<file path="src/pkg/i2c_tx_params.svh">
// Purpose: Constants of the master transmit channel.
// Assumes: 25 MHz system clock.
// Notes: Times in ns, counts derived from them.
`ifndef I2C_TX_PARAMS_SVH
`define I2C_TX_PARAMS_SVH
`define I2C_CLK_PERIOD_NS 40
`define I2C_T_BUF_NS 4700
`define I2C_BUF_CYCLES ((`I2C_T_BUF_NS + `I2C_CLK_PERIOD_NS - 1) / `I2C_CLK_PERIOD_NS)
`define I2C_BAUD_EXTRA 8'h03
`define I2C_DATA_W 8
`define I2C_FIFO_DEPTH 8
`define I2C_DMA_CH 16
`define I2C_FLAG_START 0
`define I2C_FLAG_TXE 1
`define I2C_FLAG_STOP 2
`define I2C_FLAG_NACK 3
`define I2C_FLAG_RESET 4'h0
`endif

</file>
<file path="src/pkg/i2c_tx_pkg.sv">
// Purpose: Types of the master transmit channel.
// Assumes: Nothing.
// Notes: States follow the bus phases.
package i2c_tx_pkg;
	typedef logic [7:0] byte_t;
	typedef logic [3:0] flags_t;
	typedef logic [15:0] dma_t;
	typedef enum logic [3:0] {
		IDLE, RS_LOW, RS_HIGH, START_HOLD, HOLD, BIT_LOW, BIT_HIGH,
		ACK_LOW, ACK_HIGH, STOP_LOW, STOP_HIGH, BUS_FREE
	} state_t;
endpackage : i2c_tx_pkg

</file>
<file path="src/pkg/byte_fifo_if.sv">
// Purpose: Byte stream between channel and its transmit FIFO.
// Assumes: Single clock.
// Notes: Valid/ready on both sides.
`timescale 1ns/1ps
`default_nettype none
interface byte_fifo_if;
	logic [7:0] inData;
	logic inValid;
	logic inReady;
	logic [7:0] outData;
	logic outValid;
	logic outReady;
	logic flush;
	modport fifo (input inData, inValid, outReady, flush, output inReady, outData, outValid);
	modport user (output inData, inValid, outReady, flush, input inReady, outData, outValid);
endinterface : byte_fifo_if
`default_nettype wire

</file>
<file path="src/core/i2c_master_tx.sv">
// Purpose: I2C channel, master transmit with START, STOP and DMA refill.
// Assumes: Open-drain pins, enables high while pulling low.
// Notes: Slave transfers and reception are not built.
// Contract
// - Flags clear on write one; enables gate.
// - Start request drives START, sets two flags.
// - Empty buffer holds SCL low.
// - Written byte shifts out MSB first.
// - ACK sets empty flag; NACK sets NACK.
// - Stop request drives STOP, waits bus free.
// - Start after byte gives repeated START.
// - Empty flag raises enabled DMA requests.
// - Half SCL period is baud plus three.
// - SCL mismatch pauses the baud counter.
`include "i2c_tx_params.svh"
`timescale 1ns/1ps
`default_nettype none
module i2c_master_tx (
	input wire logic clk,
	input wire logic resetn,
	input wire logic moduleEnable,
	input wire logic masterSelect,
	input wire logic softResetBit,
	input wire logic [6:0] baudDivisor,
	input wire logic startRequestSet,
	input wire logic stopRequestSet,
	output logic startRequest,
	output logic stopRequest,
	input wire i2c_tx_pkg::flags_t flagClear,
	input wire i2c_tx_pkg::flags_t irqEnable,
	output i2c_tx_pkg::flags_t flags,
	output logic irq,
	input wire i2c_tx_pkg::byte_t txData,
	input wire logic txWrite,
	output logic txReady,
	input wire i2c_tx_pkg::dma_t txDmaRequestEnable,
	output i2c_tx_pkg::dma_t dmaRequest,
	input wire logic sdaIn,
	output logic sdaOut,
	output logic sdaOe,
	input wire logic sclIn,
	output logic sclOut,
	output logic sclOe
);
	import i2c_tx_pkg::*;

	localparam logic [7:0] BufLast = 8'(`I2C_BUF_CYCLES - 1);

	logic [1:0] rstSync;
	wire rstn = rstSync[1];
	logic [1:0] sdaSync;
	logic [1:0] sclSync;
	state_t state;
	state_t next_state;
	logic [7:0] cnt;
	logic [7:0] shift;
	logic [2:0] bitIdx;
	flags_t next_flags;
	flags_t setVec;
	byte_fifo_if fifoPort ();

	tx_fifo #(.WIDTH(`I2C_DATA_W), .DEPTH(`I2C_FIFO_DEPTH)) fifo (
		.clk(clk),
		.rstn(rstn),
		.port(fifoPort)
	);

	always_ff @(posedge clk or negedge resetn) begin
		if (!resetn) begin
			rstSync <= 2'h0;
			sdaSync <= 2'h3;
			sclSync <= 2'h3;
		end else begin
			rstSync <= {rstSync[0], 1'b1};
			sdaSync <= {sdaSync[0], sdaIn};
			sclSync <= {sclSync[0], sclIn};
		end
	end

	// Decoding of the current phase
	wire active = moduleEnable && masterSelect;
	wire sdaSensed = sdaSync[1];
	wire sclSensed = sclSync[1];
	wire inByte = (state == BIT_LOW) || (state == BIT_HIGH);
	wire sclLow = (state == HOLD) || (state == RS_LOW) || (state == BIT_LOW)
		|| (state == ACK_LOW) || (state == STOP_LOW);
	wire sdaLow = (inByte && !shift[7]) || (state == START_HOLD)
		|| (state == STOP_LOW) || (state == STOP_HIGH);
	// SDA moves only while SCL is sensed low, except START and STOP edges
	wire sdaFree = (sclLow && !sclSensed) || (state == IDLE) || (state == START_HOLD)
		|| (state == BUS_FREE);
	wire internalSclOut = !sclLow;
	wire stall = (internalSclOut != sclSensed) && (state != BUS_FREE);
	wire [7:0] halfLast = 8'(baudDivisor) + `I2C_BAUD_EXTRA - 8'h01;
	wire [7:0] target = (state == BUS_FREE) ? BufLast : halfLast;
	wire timed = (state != IDLE) && (state != HOLD);
	wire tick = timed && !stall && (cnt == target);
	wire holdFree = (state == HOLD) && !stopRequest && !startRequest;
	wire load = holdFree && fifoPort.outValid;
	wire ackSeen = (state == ACK_HIGH) && tick && !sdaSensed;
	wire nackSeen = (state == ACK_HIGH) && tick && sdaSensed;
	wire startDone = (state == START_HOLD) && tick;
	wire stopDone = (state == BUS_FREE) && tick;
	wire txeRise = setVec[`I2C_FLAG_TXE] && !flags[`I2C_FLAG_TXE];

	assign fifoPort.inData = txData;
	assign fifoPort.inValid = txWrite;
	assign fifoPort.outReady = load;
	assign fifoPort.flush = softResetBit;
	assign txReady = fifoPort.inReady;
	assign sdaOut = 1'b0;
	assign sclOut = 1'b0;

	always_comb begin
		setVec = `I2C_FLAG_RESET;
		setVec[`I2C_FLAG_START] = startDone;
		setVec[`I2C_FLAG_TXE] = startDone || ackSeen;
		setVec[`I2C_FLAG_NACK] = nackSeen;
		setVec[`I2C_FLAG_STOP] = stopDone;
		next_flags = (flags & ~flagClear) | setVec;
		if (load) begin
			next_flags[`I2C_FLAG_TXE] = 1'b0;
		end
	end

	always_comb begin
		next_state = state;
		unique case (state)
			IDLE: if (startRequest) next_state = START_HOLD;
			RS_LOW: if (tick) next_state = RS_HIGH;
			RS_HIGH: if (tick) next_state = START_HOLD;
			START_HOLD: if (tick) next_state = HOLD;
			HOLD: begin
				if (stopRequest) next_state = STOP_LOW;
				else if (startRequest) next_state = RS_LOW;
				else if (load) next_state = BIT_LOW;
			end
			BIT_LOW: if (tick) next_state = BIT_HIGH;
			BIT_HIGH: if (tick) next_state = (bitIdx == 3'h7) ? ACK_LOW : BIT_LOW;
			ACK_LOW: if (tick) next_state = ACK_HIGH;
			ACK_HIGH: if (tick) next_state = HOLD;
			STOP_LOW: if (tick) next_state = STOP_HIGH;
			STOP_HIGH: if (tick) next_state = BUS_FREE;
			BUS_FREE: if (tick) next_state = IDLE;
		endcase
	end

	always_ff @(posedge clk or negedge rstn) begin
		if (!rstn) begin
			state <= IDLE;
			cnt <= 8'h00;
		end else if (!active || softResetBit) begin
			state <= IDLE;
			cnt <= 8'h00;
		end else begin
			state <= next_state;
			cnt <= (tick || !timed) ? 8'h00 : (stall ? cnt : cnt + 8'h01);
		end
	end

	always_ff @(posedge clk or negedge rstn) begin
		if (!rstn) begin
			shift <= 8'h00;
			bitIdx <= 3'h0;
		end else if (load) begin
			shift <= fifoPort.outData;
			bitIdx <= 3'h0;
		end else if (state == BIT_HIGH && tick) begin
			shift <= {shift[6:0], 1'b0};
			bitIdx <= bitIdx + 3'h1;
		end
	end

	always_ff @(posedge clk or negedge rstn) begin
		if (!rstn) begin
			startRequest <= 1'b0;
			stopRequest <= 1'b0;
		end else if (!active || softResetBit) begin
			startRequest <= 1'b0;
			stopRequest <= 1'b0;
		end else begin
			startRequest <= (startRequestSet || startRequest) && !startDone;
			stopRequest <= (stopRequestSet && state != IDLE || stopRequest) && !stopDone;
		end
	end

	always_ff @(posedge clk or negedge rstn) begin
		if (!rstn) begin
			flags <= `I2C_FLAG_RESET;
			irq <= 1'b0;
			dmaRequest <= '0;
			sdaOe <= 1'b0;
			sclOe <= 1'b0;
		end else if (softResetBit) begin
			flags <= `I2C_FLAG_RESET;
			irq <= 1'b0;
			dmaRequest <= '0;
			sdaOe <= 1'b0;
			sclOe <= 1'b0;
		end else begin
			flags <= next_flags;
			irq <= |(next_flags & irqEnable);
			dmaRequest <= txDmaRequestEnable & {`I2C_DMA_CH{txeRise}};
			sdaOe <= active && (sdaFree ? sdaLow : sdaOe);
			sclOe <= active && sclLow;
		end
	end
endmodule : i2c_master_tx
`default_nettype wire

</file>
<file path="src/core/tx_fifo.sv">
// Purpose: Transmit byte FIFO.
// Assumes: Power-of-two depth.
// Notes: Flush empties it in one cycle.
`timescale 1ns/1ps
`default_nettype none
module tx_fifo #(
	parameter int WIDTH = 8,
	parameter int DEPTH = 8
) (
	input wire logic clk,
	input wire logic rstn,
	byte_fifo_if.fifo port
);
	localparam int AW = $clog2(DEPTH);
	logic [WIDTH-1:0] mem [DEPTH];
	logic [AW:0] wrPtr;
	logic [AW:0] rdPtr;
	wire full = (wrPtr[AW] != rdPtr[AW]) && (wrPtr[AW-1:0] == rdPtr[AW-1:0]);
	wire empty = wrPtr == rdPtr;
	wire push = port.inValid && !full;
	wire pop = port.outReady && !empty;

	assign port.inReady = !full;
	assign port.outValid = !empty;
	assign port.outData = mem[rdPtr[AW-1:0]];

	always_ff @(posedge clk) begin
		if (push) begin
			mem[wrPtr[AW-1:0]] <= port.inData;
		end
	end

	always_ff @(posedge clk or negedge rstn) begin
		if (!rstn) begin
			wrPtr <= '0;
			rdPtr <= '0;
		end else if (port.flush) begin
			wrPtr <= '0;
			rdPtr <= '0;
		end else begin
			wrPtr <= wrPtr + (AW+1)'(push);
			rdPtr <= rdPtr + (AW+1)'(pop);
		end
	end
endmodule : tx_fifo
`default_nettype wire

</file>
<file path="config.mk">
export PLATFORM = sky130hd
export DESIGN_NAME = i2c_master_tx
export DESIGN_NICKNAME = d
export VERILOG_FILES = /design/src/pkg/i2c_tx_pkg.sv /design/src/pkg/byte_fifo_if.sv /design/src/core/i2c_master_tx.sv /design/src/core/tx_fifo.sv
export VERILOG_INCLUDE_DIRS = /design/src /design/src/pkg
export SDC_FILE = /design/constraint.sdc
export NUM_CORES = 1
export LEC_CHECK = 0
export ABC_CLOCK_PERIOD_IN_PS = 2100
export BUFFER_PORTS_ARGS = -buffer_cell sky130_fd_sc_hd__buf_2
export CORE_AREA = 5 5 125 127
export DETAILED_ROUTE_END_ITERATION = 7
export DIE_AREA = 0 0 130 132
export GPL_TIMING_DRIVEN = 0
export HOLD_SLACK_MARGIN = 0.12
export PLACE_DENSITY = 0.62
export SYNTH_ARGS = -nofsm -noshare
export SYNTH_HDL_FRONTEND = slang
export SYNTH_SLANG_ARGS = --single-unit
</file>
<file path="constraint.sdc">
create_clock -name clk -period 2.1 [get_ports clk]
set_clock_uncertainty 0.15 [all_clocks]
set_input_delay 0.315 -clock clk [delete_from_list [all_inputs] [get_ports clk]]
set_output_delay 0.315 -clock clk [all_outputs]
set_load 0.01 [all_outputs]
</file>
==> results of run 1 <==
==> synthesized netlist by cell type, types with 2 or more instances <==
cell	instances	area (um2)
ha_1	9	113
nand2_1	21	78.8
buf_6	2	22.5
o21ai_0	12	60.1
clkbuf_2	2	10.0
dfrtp_1	58	1450
clkbuf_1	11	41.3
nor4_1	2	12.5
a31oi_1	2	12.5
o211ai_1	3	22.5
o211a_1	3	30.0
o31ai_1	2	15.0
nand3b_1	3	22.5
a211oi_1	3	22.5
mux4_2	16	360
nor3_1	6	30.0
edfxtp_1	64	1920
or3_1	5	31.3
nand2b_1	7	43.8
mux2i_1	10	100
buf_4	2	15.0
inv_1	6	22.5
nand4_1	4	25.0
xor2_1	9	78.8
conb_1	2	7.51
nand3_1	9	45.0
buf_1	3	11.3
dfstp_2	4	105
nor2_1	45	169
or2_2	2	12.5
nor2b_1	12	75.1
xnor2_1	11	96.3
o22ai_1	2	12.5
buf_2	2	10.0
a21oi_1	15	75.1
nor3b_1	3	22.5
and3_1	4	25.0
and2_1	19	119
a221o_1	5	50.1
==> area by class of cell <==
type	count	area share (%)
inverters	6	0.334
plain buffers	19	2.32
flip-flops and latches	126	42.2
clock inverters	12	1.65
repair buffers	165	15.7
clock buffers	20	5.54
well taps	184	2.79
multi-input cells	268	29.4
==> critical path, delay by kind of cell (launching register included) <==
family          cells  cell delay, ps
fa+ha+maj           1             240
simple gates        5             970
flops               1             400
buf+inv             3             470
compound gates      3             360
==> kinds of logic (layout without fill, tap and decap cells) <==
logic type                 after synthesis  after routing  share of synthesized area (%)
adders and majority gates                9              9                           2.01
DFF                                    126            126                           62.2
and+or+nand+nor                        148            148                           13.9
muxes                                   27             27                           8.44
buffers and inverters                   28            222                           2.37
xor gates and xnor gates                21             21                           3.54
other                                    2              3                          0.134
AOI/OAI and AO/OA                       60             60                           7.37
==> power breakdown <==
part	internal (mW)	switching (mW)
logic	0.190	0.178
clock network	1.82	1.07
registers	2.65	0.0229
==> flip-flops by register name, summed over array words and instances, names as in the netlist <==
| register | flops |
|---|---|
| irq | 1 |
| sdaSync | 2 |
| cnt | 8 |
| fifo.mem | 64 |
| stopRequest | 1 |
| bitIdx | 3 |
| dmaRequest | 16 |
| sclOe | 1 |
| fifo.rdPtr | 4 |
| startRequest | 1 |
| sdaOe | 1 |
| rstSync | 2 |
| sclSync | 2 |
| flags | 4 |
| shift | 8 |
| state | 4 |
| fifo.wrPtr | 4 |
==> per-stage QoR <==
| step | setup WS [ps] | power [mW] |
|---|---|---|
| after floorplan | -389 | 2.84 |
| after global placement | -727 | 2.94 |
| after global routing | -715 | 6.14 |
| after CTS | -545 | 5.96 |
| after detailed placement | -777 | 2.96 |
| final | -569 | 5.93 |
==> routing by layer <==
metal | vias up | track usage, % | part of all wire [%] | routed length [um]
met5 | - | 0 | 0 | 0
met4 | 0 | 5.66 | 1.9 | 256
met3 | 26 | 4.58 | 4.6 | 637
met2 | 97 | 28.3 | 55 | 7580
met1 | 2037 | 18.8 | 39 | 5350
li1 | 1913 | - | - | -
==> worst paths after layout <==
kind	slack (ps)	endpoint	cells past startpoint
max reg2reg	-570	dmaRequest[1]	12
min reg2reg	100	flags[2]	1
min in group clk	180	stopRequest	4
max in group asynchronous	540	state[3]	1
max	-570	dmaRequest[1]	12
min	100	flags[2]	1
==> timing repair <==
action,4_1_cts,5_1_grt
hold buffers,36,0
buffers inserted,34,20
endpoints found under the hold margin,111,0
gates resized for setup,79,55
setup endpoints to repair,119,118
pin swaps,34,30
cloned,2,0
==> metrics.log, run 1 <==
INFO  metric drv_cap = 0
INFO  metric yosysSeqAreaShare = 62.2%
INFO  metric start_util = 39.0%
INFO  metric grt_overflow = 0
INFO  metric ys_ff_latch = 126
INFO  metric drt_drc_violations_left = 0
INFO  metric core-area = ~14000 um2
INFO  metric criticalPathCategory = flip-flop to flip-flop
INFO  metric clock_tree.root_cell = clkbuf_16
INFO  metric setup.worst_path.end_class = flip-flop
INFO  metric slew_headroom = 49.7%
INFO  metric final_net_count = approximately 660
INFO  metric htree_levels = 4
INFO  metric final_hold_viol_count = 0
INFO  metric finish.utilization = 57.6%
INFO  metric grt_max_degree = 43
INFO  metric critical_path_peak_fanout = 6
INFO  metric violations = setup timing
INFO  metric grt_pass1_vias = 4266
INFO  metric final_layout_size_suffix_gt1_share = around 45%
INFO  metric postSynthAreaPerCell = 13.3 um2
INFO  metric placement.cell_area = 6300 um2
INFO  metric fillCellCount = 1127
INFO  metric run_status = finished with violations
INFO  metric async_flop_share = 49.2%
INFO  metric drv_slew = 0
INFO  metric setup_viol_count_final = roughly 100
INFO  metric cts_tree = yes
INFO  metric totalNegativeSetupSlack = -26950 ps
INFO  metric finish.instance_area = 8240 um2
INFO  metric antennaDiodeCount = 0
INFO  metric post-place-cells = 680
INFO  metric cell_area_after_synthesis = between 5000 and 6000 um2
INFO  metric ant_nets = 0
INFO  metric worst_slew_pin_slew = between 700 and 800 ps
INFO  metric final.period_utilization = 127%
INFO  metric crit_slowest_cell = dfrtp_1
INFO  metric final.hold.worst_slack = 100 ps
INFO  metric crit_path_max_incr_delay = around 400 ps
INFO  metric startpoint = state[1]
INFO  metric synth_enable_flop_cells = 64
INFO  metric gpl.final_weighted_congestion = between 0.8 and 0.9
INFO  metric netlist-cell-type-count = 60
INFO  metric yosys_warnings = 0
INFO  metric r2r_start = state[1]
INFO  metric die_y = about 130 um
INFO  metric crit_chain = clkbuf_8 > nand2b_4 > o22ai_4 > ha_4 > o21ai_2 > o2bb2ai_2 > nand4_1 > buf_4 > nor3_4 > and3_4 > buf_6 > and2_4
INFO  metric post-route-worst-setup-slack = -569 ps
INFO  metric postSynth.topFlopCell = edfxtp_1
INFO  metric dieArea = 17200 um2
INFO  metric globalRouteTotalUtil = 16.2%
INFO  metric drtPass1Iterations = 4
INFO  metric chipWidth = 130 um
INFO  metric worst_setup_hold_path_clk_slew = 60 ps
INFO  metric sequential_cell_area_in_the_final_layout = between 3000 and 4000 um2
INFO  metric crit_required = 2300 ps
INFO  metric fmaxAchievable = around 0.37 GHz
INFO  metric ioPinCount = 77
INFO  metric buffer_ports.inserted = 73
INFO  metric powerDensity = roughly 720 nW/um2
INFO  metric routed-via-count = 4073
INFO  metric std_cell_rows = 44
INFO  metric most_frequent_cells_in_the_layout = 72 x buf_2, 64 x edfxtp_1, 55 x dfrtp_1, 37 x buf_4, 36 x dlygate4sd3_1
INFO  metric drt_iter0_markers = 228
INFO  metric ir_drop = 0.000752 V
INFO  metric final_instance_count_without_filler_cells = 800
INFO  metric drt-vias-per-instance = 5.09
INFO  metric power.static_leakage = 3.38 nW
INFO  metric dp.final_hpwl = 8410 um
INFO  metric multi_input_comb_area = roughly 2400 um2
INFO  metric clk_latency = 410 ps
INFO  metric grt_antenna_before_repair = 0
INFO  metric timing.critical_path.from_type = flip-flop
INFO  metric class_of_the_most_critical_hold_timing_path = flip-flop to asynchronous set/reset pin
INFO  metric rsz_0062_raised_after_global_routing = true
INFO  metric layout_commonest_cell = buf_2
INFO  metric fin_crit_period = 2670 ps
INFO  metric totalWireLength = between 10000 and 15000 um
INFO  metric timing.critical_path.arrival = 2870 ps
INFO  metric wl_per_cell = between 15 and 20 um
INFO  metric cts_made_buffers = 17
INFO  metric synthToLayoutAreaGrowth = 47.5%
INFO  metric max-clock-path-buffers = 2
INFO  metric syn-instance-count = between 400 and 500
INFO  metric grt_first_pass_wirelength = 21300 um
INFO  metric cts.sinks = 126
(Power assumes the default switching activity.)
==> run 2: changes to the inputs <==
Settings changed: CORE_AREA 5 5 125 127 to 5 5 128 130, DIE_AREA 0 0 130 132 to 0 0 133 135, SYNTH_HIERARCHICAL set to 1.
==> run 2 against run 1 <==
Effect of this change: the run still ends with setup timing left; final area shrank 1.4%; wire length grew 1.9%; non-clock buffer count shrank 21; power is essentially flat; register-to-register slack lost 110 ps; worst hold slack gained 20 ps; critical path type unchanged; critical endpoint is now irq.
==> metrics.log, run 2 <==
INFO  metric run_status = finished with violations
INFO  metric violations = setup timing
INFO  metric antennaDiodeCount = 0
INFO  metric timing.critical_path.from_type = flip-flop
INFO  metric netlist-cell-type-count = 67
INFO  metric ir_drop = 0.00101 V
INFO  metric cts_made_buffers = 17
INFO  metric cell_area_after_synthesis = 5930 um2
INFO  metric grt_first_pass_wirelength = 22000 um
INFO  metric core-area = 15000 um2
INFO  metric routed-via-count = 4191
INFO  metric crit_required = ~2300 ps
INFO  metric fmaxAchievable = 0.360 GHz
INFO  metric dieArea = about 18000 um2
INFO  metric drtPass1Iterations = 4
INFO  metric power.static_leakage = 3.38 nW
INFO  metric htree_levels = 4
INFO  metric layout_commonest_cell = buf_2
INFO  metric clk_latency = 410 ps
INFO  metric criticalPathCategory = flip-flop to flip-flop
INFO  metric met2RoutedLength = 7170 um
INFO  metric most_frequent_cells_in_the_layout = 76 x buf_2, 64 x edfxtp_1, 53 x dfrtp_1, 36 x dlygate4sd3_1, 30 x buf_4
INFO  metric synthToLayoutAreaGrowth = 37.1%
INFO  metric largest_register_ffs = 64
INFO  metric gpl.final_weighted_congestion = 0.958
INFO  metric grt_antenna_before_repair = 0
INFO  metric worst_setup_hold_path_clk_slew = 60 ps
INFO  metric placement.cell_area = 6690 um2
INFO  metric critical_path_peak_fanout = 4
INFO  metric final_hold_viol_count = 0
INFO  metric synth.area.top_cells = edfxtp_1 32%, dfrtp_1 24%, mux4_1 7.1%, xnor2_1 1.9%, and2_1 1.9%
INFO  metric netlist.top_cell.by_area = edfxtp_1
INFO  metric std_cell_rows = 45
INFO  metric final.period_utilization = 132%
INFO  metric globalRouteTotalUtil = 15.7%
INFO  metric slew_headroom = 51.6%
INFO  metric buffer_ports.inserted = 72
INFO  metric class_of_the_most_critical_hold_timing_path = flip-flop to asynchronous set/reset pin
INFO  metric post-route-worst-setup-slack = -677 ps
INFO  metric cts.sinks = 126
INFO  metric wl_per_cell = 17.6 um
INFO  metric postSynthAreaPerCell = 13.5 um2
INFO  metric die_y = roughly 140 um
INFO  metric grt_overflow = 0
INFO  metric grt_pass1_vias = 4187
INFO  metric synth.top_cells.by_count = 64 x edfxtp_1, 58 x dfrtp_1, 22 x nand2_1
INFO  metric powerDensity = 730 nW/um2
INFO  metric totalWireLength = 14100 um
INFO  metric clock_tree.root_cell = clkbuf_16
INFO  metric chipWidth = approximately 130 um
INFO  metric final_layout_size_suffix_gt1_share = 37.9%
INFO  metric top_layer = met4
INFO  metric ioPinCount = 77
INFO  metric sequential_cell_area_in_the_final_layout = 3480 um2
INFO  metric yosys_warnings = 6
INFO  metric dp.final_hpwl = 8850 um
INFO  metric final.hold.worst_slack = 120 ps
INFO  metric drt-met1-wl = slightly below 6000 um
INFO  metric final_net_count = 655
INFO  metric drv_slew = 0
INFO  metric worst_slew_pin_slew = 724 ps
INFO  metric max-clock-path-buffers = 2
INFO  metric fin_crit_period = approximately 2800 ps
INFO  metric setup.worst_path.end_class = flip-flop
INFO  metric rsz_0062_raised_after_global_routing = true
INFO  metric postSynth.topFlopCell = edfxtp_1
INFO  metric yosysSeqAreaShare = between 50% and 60%
INFO  metric cts_tree = yes
INFO  metric drv_cap = 0
INFO  metric ant_nets = 0
INFO  metric finish.instance_area = between 8000 and 9000 um2
INFO  metric multi_input_comb_area = 2550 um2
INFO  metric setup_viol_count_final = 53
INFO  metric fillCellCount = 1213
INFO  metric grt_max_degree = 42
INFO  metric drt-vias-per-instance = 5.25
INFO  metric syn-instance-count = 438
INFO  metric ys_ff_latch = roughly 130
INFO  metric synth_top_area_share = 32.4%
INFO  metric synth_enable_flop_cells = 64
INFO  metric totalNegativeSetupSlack = -27050 ps
INFO  metric async_flop_share = 49.2%
INFO  metric drt_iter0_markers = about 390
INFO  metric route.met3.wl = 727 um
INFO  metric drt_drc_violations_left = 0
INFO  metric timing.critical_path.arrival = 2960 ps
INFO  metric start_util = 39.4%
INFO  metric total_power = 5.93 mW
INFO  metric synth_most_common_cell = edfxtp_1
## run 2: changes by cell type in the layout (fill, tap and decap cells not counted), sizes merged, moves of 8 or more
cell   before  now
nor2       45   28
buf       138  120
mux2i      10    2
inv         8   16
## run 2: area by class of cell
type | instances | area share [%]
flip-flops and latches | 126 | 42.9
multi-input cells | 278 | 31.4
repair buffers | 144 | 12.7
clock buffers | 18 | 5.28
well taps | 188 | 2.90
plain buffers | 19 | 2.40
clock inverters | 14 | 1.94
inverters | 11 | 0.539
## run 2: kinds of logic (layout without fill, tap and decap cells)
group | count (synthesis) | after routing | share of synthesized area [%]
buffers and inverters | 36 | 206 | 3.21
adder cells (fa/ha/maj) | 9 | 9 | 1.90
XOR/XNOR | 24 | 24 | 3.80
AND/OR/NAND/NOR | 146 | 147 | 14.9
other | 2 | 3 | 0.127
multiplexers | 26 | 26 | 8.95
AO/OA/AOI/OAI | 69 | 69 | 8.44
flip-flops | 126 | 126 | 58.7
## run 2: layer usage
metal	global-route usage, %	vias to the layer above
li1	-	1967
met3	4.32	24
met2	26.5	111
met4	5.66	0
met5	0	-
met1	19.4	2089
## run 2: final timing paths
path	from	end	slack, ps	cells past startpoint
setup reg to reg	state[2]	irq	-680	9
min in group clk	softResetBit	fifo/wrPtr[2]	140	2
hold / removal	rstSync[1]	state[1]	120	1
hold reg to reg	rstSync[1]	state[1]	120	1
max in group asynchronous	rstSync[1]	fifo/rdPtr[0]	520	1
setup / recovery	state[2]	irq	-680	9
## run 2: through the flow
step                util (%)  setup slack, ps  instances
floorplan                  -             -586        439
global placement        44.3            -1220        699
detailed placement      44.5            -1260        700
CTS                     52.7             -756        787
global route            54.0             -775        798
finish                  54.0             -677        798
## run 2: report_power, final
| group | internal, mW | leakage (nW) | switching, mW |
|---|---|---|---|
| Combinational | 0.184 | 1.68 | 0.177 |
| Clock | 1.77 | 0.285 | 1.13 |
| Sequential | 2.65 | 1.42 | 0.0245 |
| Total | 4.60 | 3.38 | 1.33 |
## run 2: critical path, cell delays in order, from the launching register on
cell	delay, ps
dfrtp_2	440
buf_6	130
and4b_2	340
a21oi_2	40
o311a_1	380
nor4_4	380
nand4_1	270
buf_4	220
a211oi_2	210
o2bb2ai_1	140
## run 2: repair_timing
| item | CTS | global route |
|---|---|---|
| endpoints found under the setup margin | 119 | 78 |
| hold buffers | 36 | 0 |
| endpoints found under the hold margin | 110 | 0 |
| pin swaps | 14 | 19 |
| resized for setup | 29 | 38 |
| buffers inserted | 19 | 17 |
| cloned | 1 | 0 |
==> run 3: changes to the inputs <==
Settings changed: CORE_AREA 5 5 128 130 to 5 5 118 120, DIE_AREA 0 0 133 135 to 0 0 123 125, PLACE_DENSITY 0.62 to 0.68, SYNTH_HIERARCHICAL 1 to not set.
==> run 3 against run 2 <==
Effect of this change: the run still ends with setup timing left; register-to-register slack improved by 96 ps; non-clock buffer count rose by 12; final area fell by 0.69%; via count fell by 0.91%; critical path type unchanged; critical endpoint is now flags[1]; setup slack improved by 96 ps; sequential share of layout area rose by 0.30 points; combinational power barely moved.
==> metrics.log, run 3 (synthesis results as in run 1) <==
INFO  metric run_status = finished with violations
INFO  metric violations = setup timing
INFO  metric final_hold_viol_count = 0
INFO  metric reg2reg_setup_slack = -580 ps
INFO  metric max-clock-path-buffers = 2
INFO  metric finish.utilization = 62.7%
INFO  metric routed-via-count = around 4200
INFO  metric drv_slew = 0
INFO  metric globalRouteTotalUtil = 18.6%
INFO  metric worst_setup_hold_path_clk_slew = approximately 60 ps
INFO  metric critPathMostFrequentCell = buf_6
INFO  metric buffer_ports.inserted = 73
INFO  metric clock_tree.root_cell = clkbuf_16
INFO  metric gpl.final_weighted_congestion = 0.912
INFO  metric netSwitchingPower = 1.23 mW
INFO  metric power.sequential.fraction = approximately 44%
INFO  metric powerDensity = 748 nW/um2
INFO  metric totalNegativeSetupSlack = -22850 ps
INFO  metric final_layout_size_suffix_gt1_share = 44.2%
INFO  metric r2r_start = state[3]
INFO  metric ir_drop = 0.000562 V
INFO  metric cts_tree = yes
INFO  metric total_power = 6.03 mW
INFO  metric die_y = 125 um
INFO  metric crit_path_max_incr_delay = roughly 430 ps
INFO  metric ant_nets = 0
INFO  metric power_frac_comb = 5.9%
INFO  metric final_net_count = 652
INFO  metric criticalPathCategory = flip-flop to flip-flop
INFO  metric dp.final_hpwl = 8360 um
INFO  metric drt_iter0_markers = 301
INFO  metric finish.instance_area = 8070 um2
INFO  metric class_of_the_most_critical_hold_timing_path = flip-flop to flip-flop
INFO  metric fillCellCount = 963
INFO  metric dieArea = 15400 um2
INFO  metric fmaxAchievable = 0.373 GHz
INFO  metric crit_required = 2260 ps
INFO  metric power.static_leakage = 3.29 nW
INFO  metric chipWidth = 123 um
INFO  metric post-route-worst-setup-slack = -581 ps
INFO  metric swShare = 20.3%
INFO  metric timing.critical_path.from_type = flip-flop
INFO  metric htree_levels = 4
INFO  metric reg_to_reg_endpoint = flags[1]
INFO  metric layout_commonest_cell = buf_2
INFO  metric std_cell_rows = 42
INFO  metric ioPinCount = between 70 and 80
INFO  metric worst_slew_pin_slew = a little over 800 ps
INFO  metric drtPass1Iterations = 5
INFO  metric slew_headroom = 45.9%
INFO  metric drv_cap = 0
INFO  metric rsz_0062_raised_after_global_routing = true
INFO  metric drt_drc_violations_left = 0
INFO  metric final.period_utilization = 128%
INFO  metric core-area = 12900 um2
INFO  metric path_buf_inv = 2
INFO  metric cts.sinks = 126
INFO  metric worstHoldStart = rstSync[0]
INFO  metric intPower = 4.81 mW
INFO  metric grt_overflow = 0
INFO  metric totalWireLength = 14000 um
INFO  metric cts_made_buffers = 17
INFO  metric setup.worst_path.end_class = flip-flop
INFO  metric power_frac_clock = 49.8%
INFO  metric timing.hold.worst_endpoint = rstSync[1]
INFO  metric r2r_cells = 9
INFO  metric critical_path_peak_fanout = 7
INFO  metric fraction_of_met2_tracks_used_by_global_routing = around a third
INFO  metric start_util = 43.4%
INFO  metric grt_pass1_vias = between 4000 and 5000
INFO  metric grt_max_degree = 41
INFO  metric largest_register_ffs = 64
INFO  metric global_route.usage.met3 = 4.61%
INFO  metric most_frequent_cells_in_the_layout = 74 x buf_2, 64 x edfxtp_1, 53 x dfrtp_1, 37 x buf_4, 37 x dlygate4sd3_1
INFO  metric grt_antenna_before_repair = 0
INFO  metric hold_depth = 0
INFO  metric wl_per_cell = ~18 um
INFO  metric use_met1 = a little under a quarter
INFO  metric setup_viol_count_final = around 50
INFO  metric synthToLayoutAreaGrowth = 44.3%
INFO  metric timing.critical_path.arrival = ~2800 ps
INFO  metric busiest_layer = met2
INFO  metric crit_family = simple AND/OR/NAND/NOR gates
INFO  metric crit_chain = and4b_2 > or3_4 > o31ai_4 > o211ai_1 > nor3_4 > buf_6 > buf_6 > a21oi_1 > nor3_1
INFO  metric fin_crit_period = 2680 ps
INFO  metric clk_latency = ~410 ps
INFO  metric grt_first_pass_wirelength = 22100 um
INFO  metric placement.cell_area = about 6300 um2
INFO  metric drt-vias-per-instance = around 5.3
INFO  metric antennaDiodeCount = 0
INFO  metric crit_slowest_cell = dfrtp_2
[run 3: changes by cell type in the layout (fill, tap and decap cells not counted), sizes merged, moves of 8 or more]
cell	delta
nor2	+17
mux2i	+8
inv	-9
buf	+12
[run 3: layout make-up]
type / instances / area, um2 / share of cell area [%]
multi-input cells: 268 / 2410 / 29.9
flip-flops and latches: 126 / 3480 / 43.2
inverters: 6 / 27.5 / 0.341
clock buffers: 20 / 437 / 5.41
clock inverters: 12 / 168 / 2.08
plain buffers: 17 / 154 / 1.91
repair buffers: 158 / 1170 / 14.5
well taps: 176 / 220 / 2.73
[run 3: worst reg2reg max path, stage by stage, from the launching register on]
cell and delay [ps]:
dfrtp_2 430, and4b_2 300, or3_4 360, o31ai_4 180
o211ai_1 240, nor3_4 360, buf_6 190, buf_6 120
a21oi_1 70, nor3_1 190
[run 3: worst max-delay path by stage]
stage                   from        to  slack, ps  depth (start not counted)
2_1_floorplan       state[2]  shift[1]       -390                         11
3_3_place_gp   fifo.rdPtr[0]  shift[4]       -770                          6
3_5_place_dp   fifo.rdPtr[0]  shift[4]       -840                          6
4_1_cts             state[3]  state[1]       -540                          9
5_1_grt             state[3]  flags[1]       -710                          9
6_report            state[3]  flags[1]       -580                          9
[run 3: repair_timing]
item / in CTS / in global routing
hold endpoints to repair: 113 / 0
gates resized for setup: 73 / 57
hold buffers: 37 / 0
gates cloned: 1 / 0
setup endpoints to repair: 119 / 93
pin swaps: 29 / 37
buffers inserted: 27 / 20
[run 3: power by group through the flow]
stage	Sequential [mW]	Clock (mW)	Combinational [mW]
global placement	2.73	0	0.206
finish	2.67	3.00	0.359
global route	2.67	3.16	0.393
floorplan	2.72	0	0.116
CTS	2.67	3.05	0.334
detailed placement	2.72	0	0.234
[run 3: metal layers]
layer  wire length [um]  vias up
li1                   -     1894
met1               5360     2090
met2               7580      134
met3                706       35
met4                396        0
met5                  0        -
[run 3: stage by stage]
step | cells | setup WS, ps | hold slack (ps)
after global routing | 783 | -709 | 208
after floorplan | 422 | -389 | -131
final | 783 | -581 | 201
after CTS | 767 | -539 | 149
after detailed placement | 672 | -845 | -0.197
after global placement | 671 | -771 | -9.94
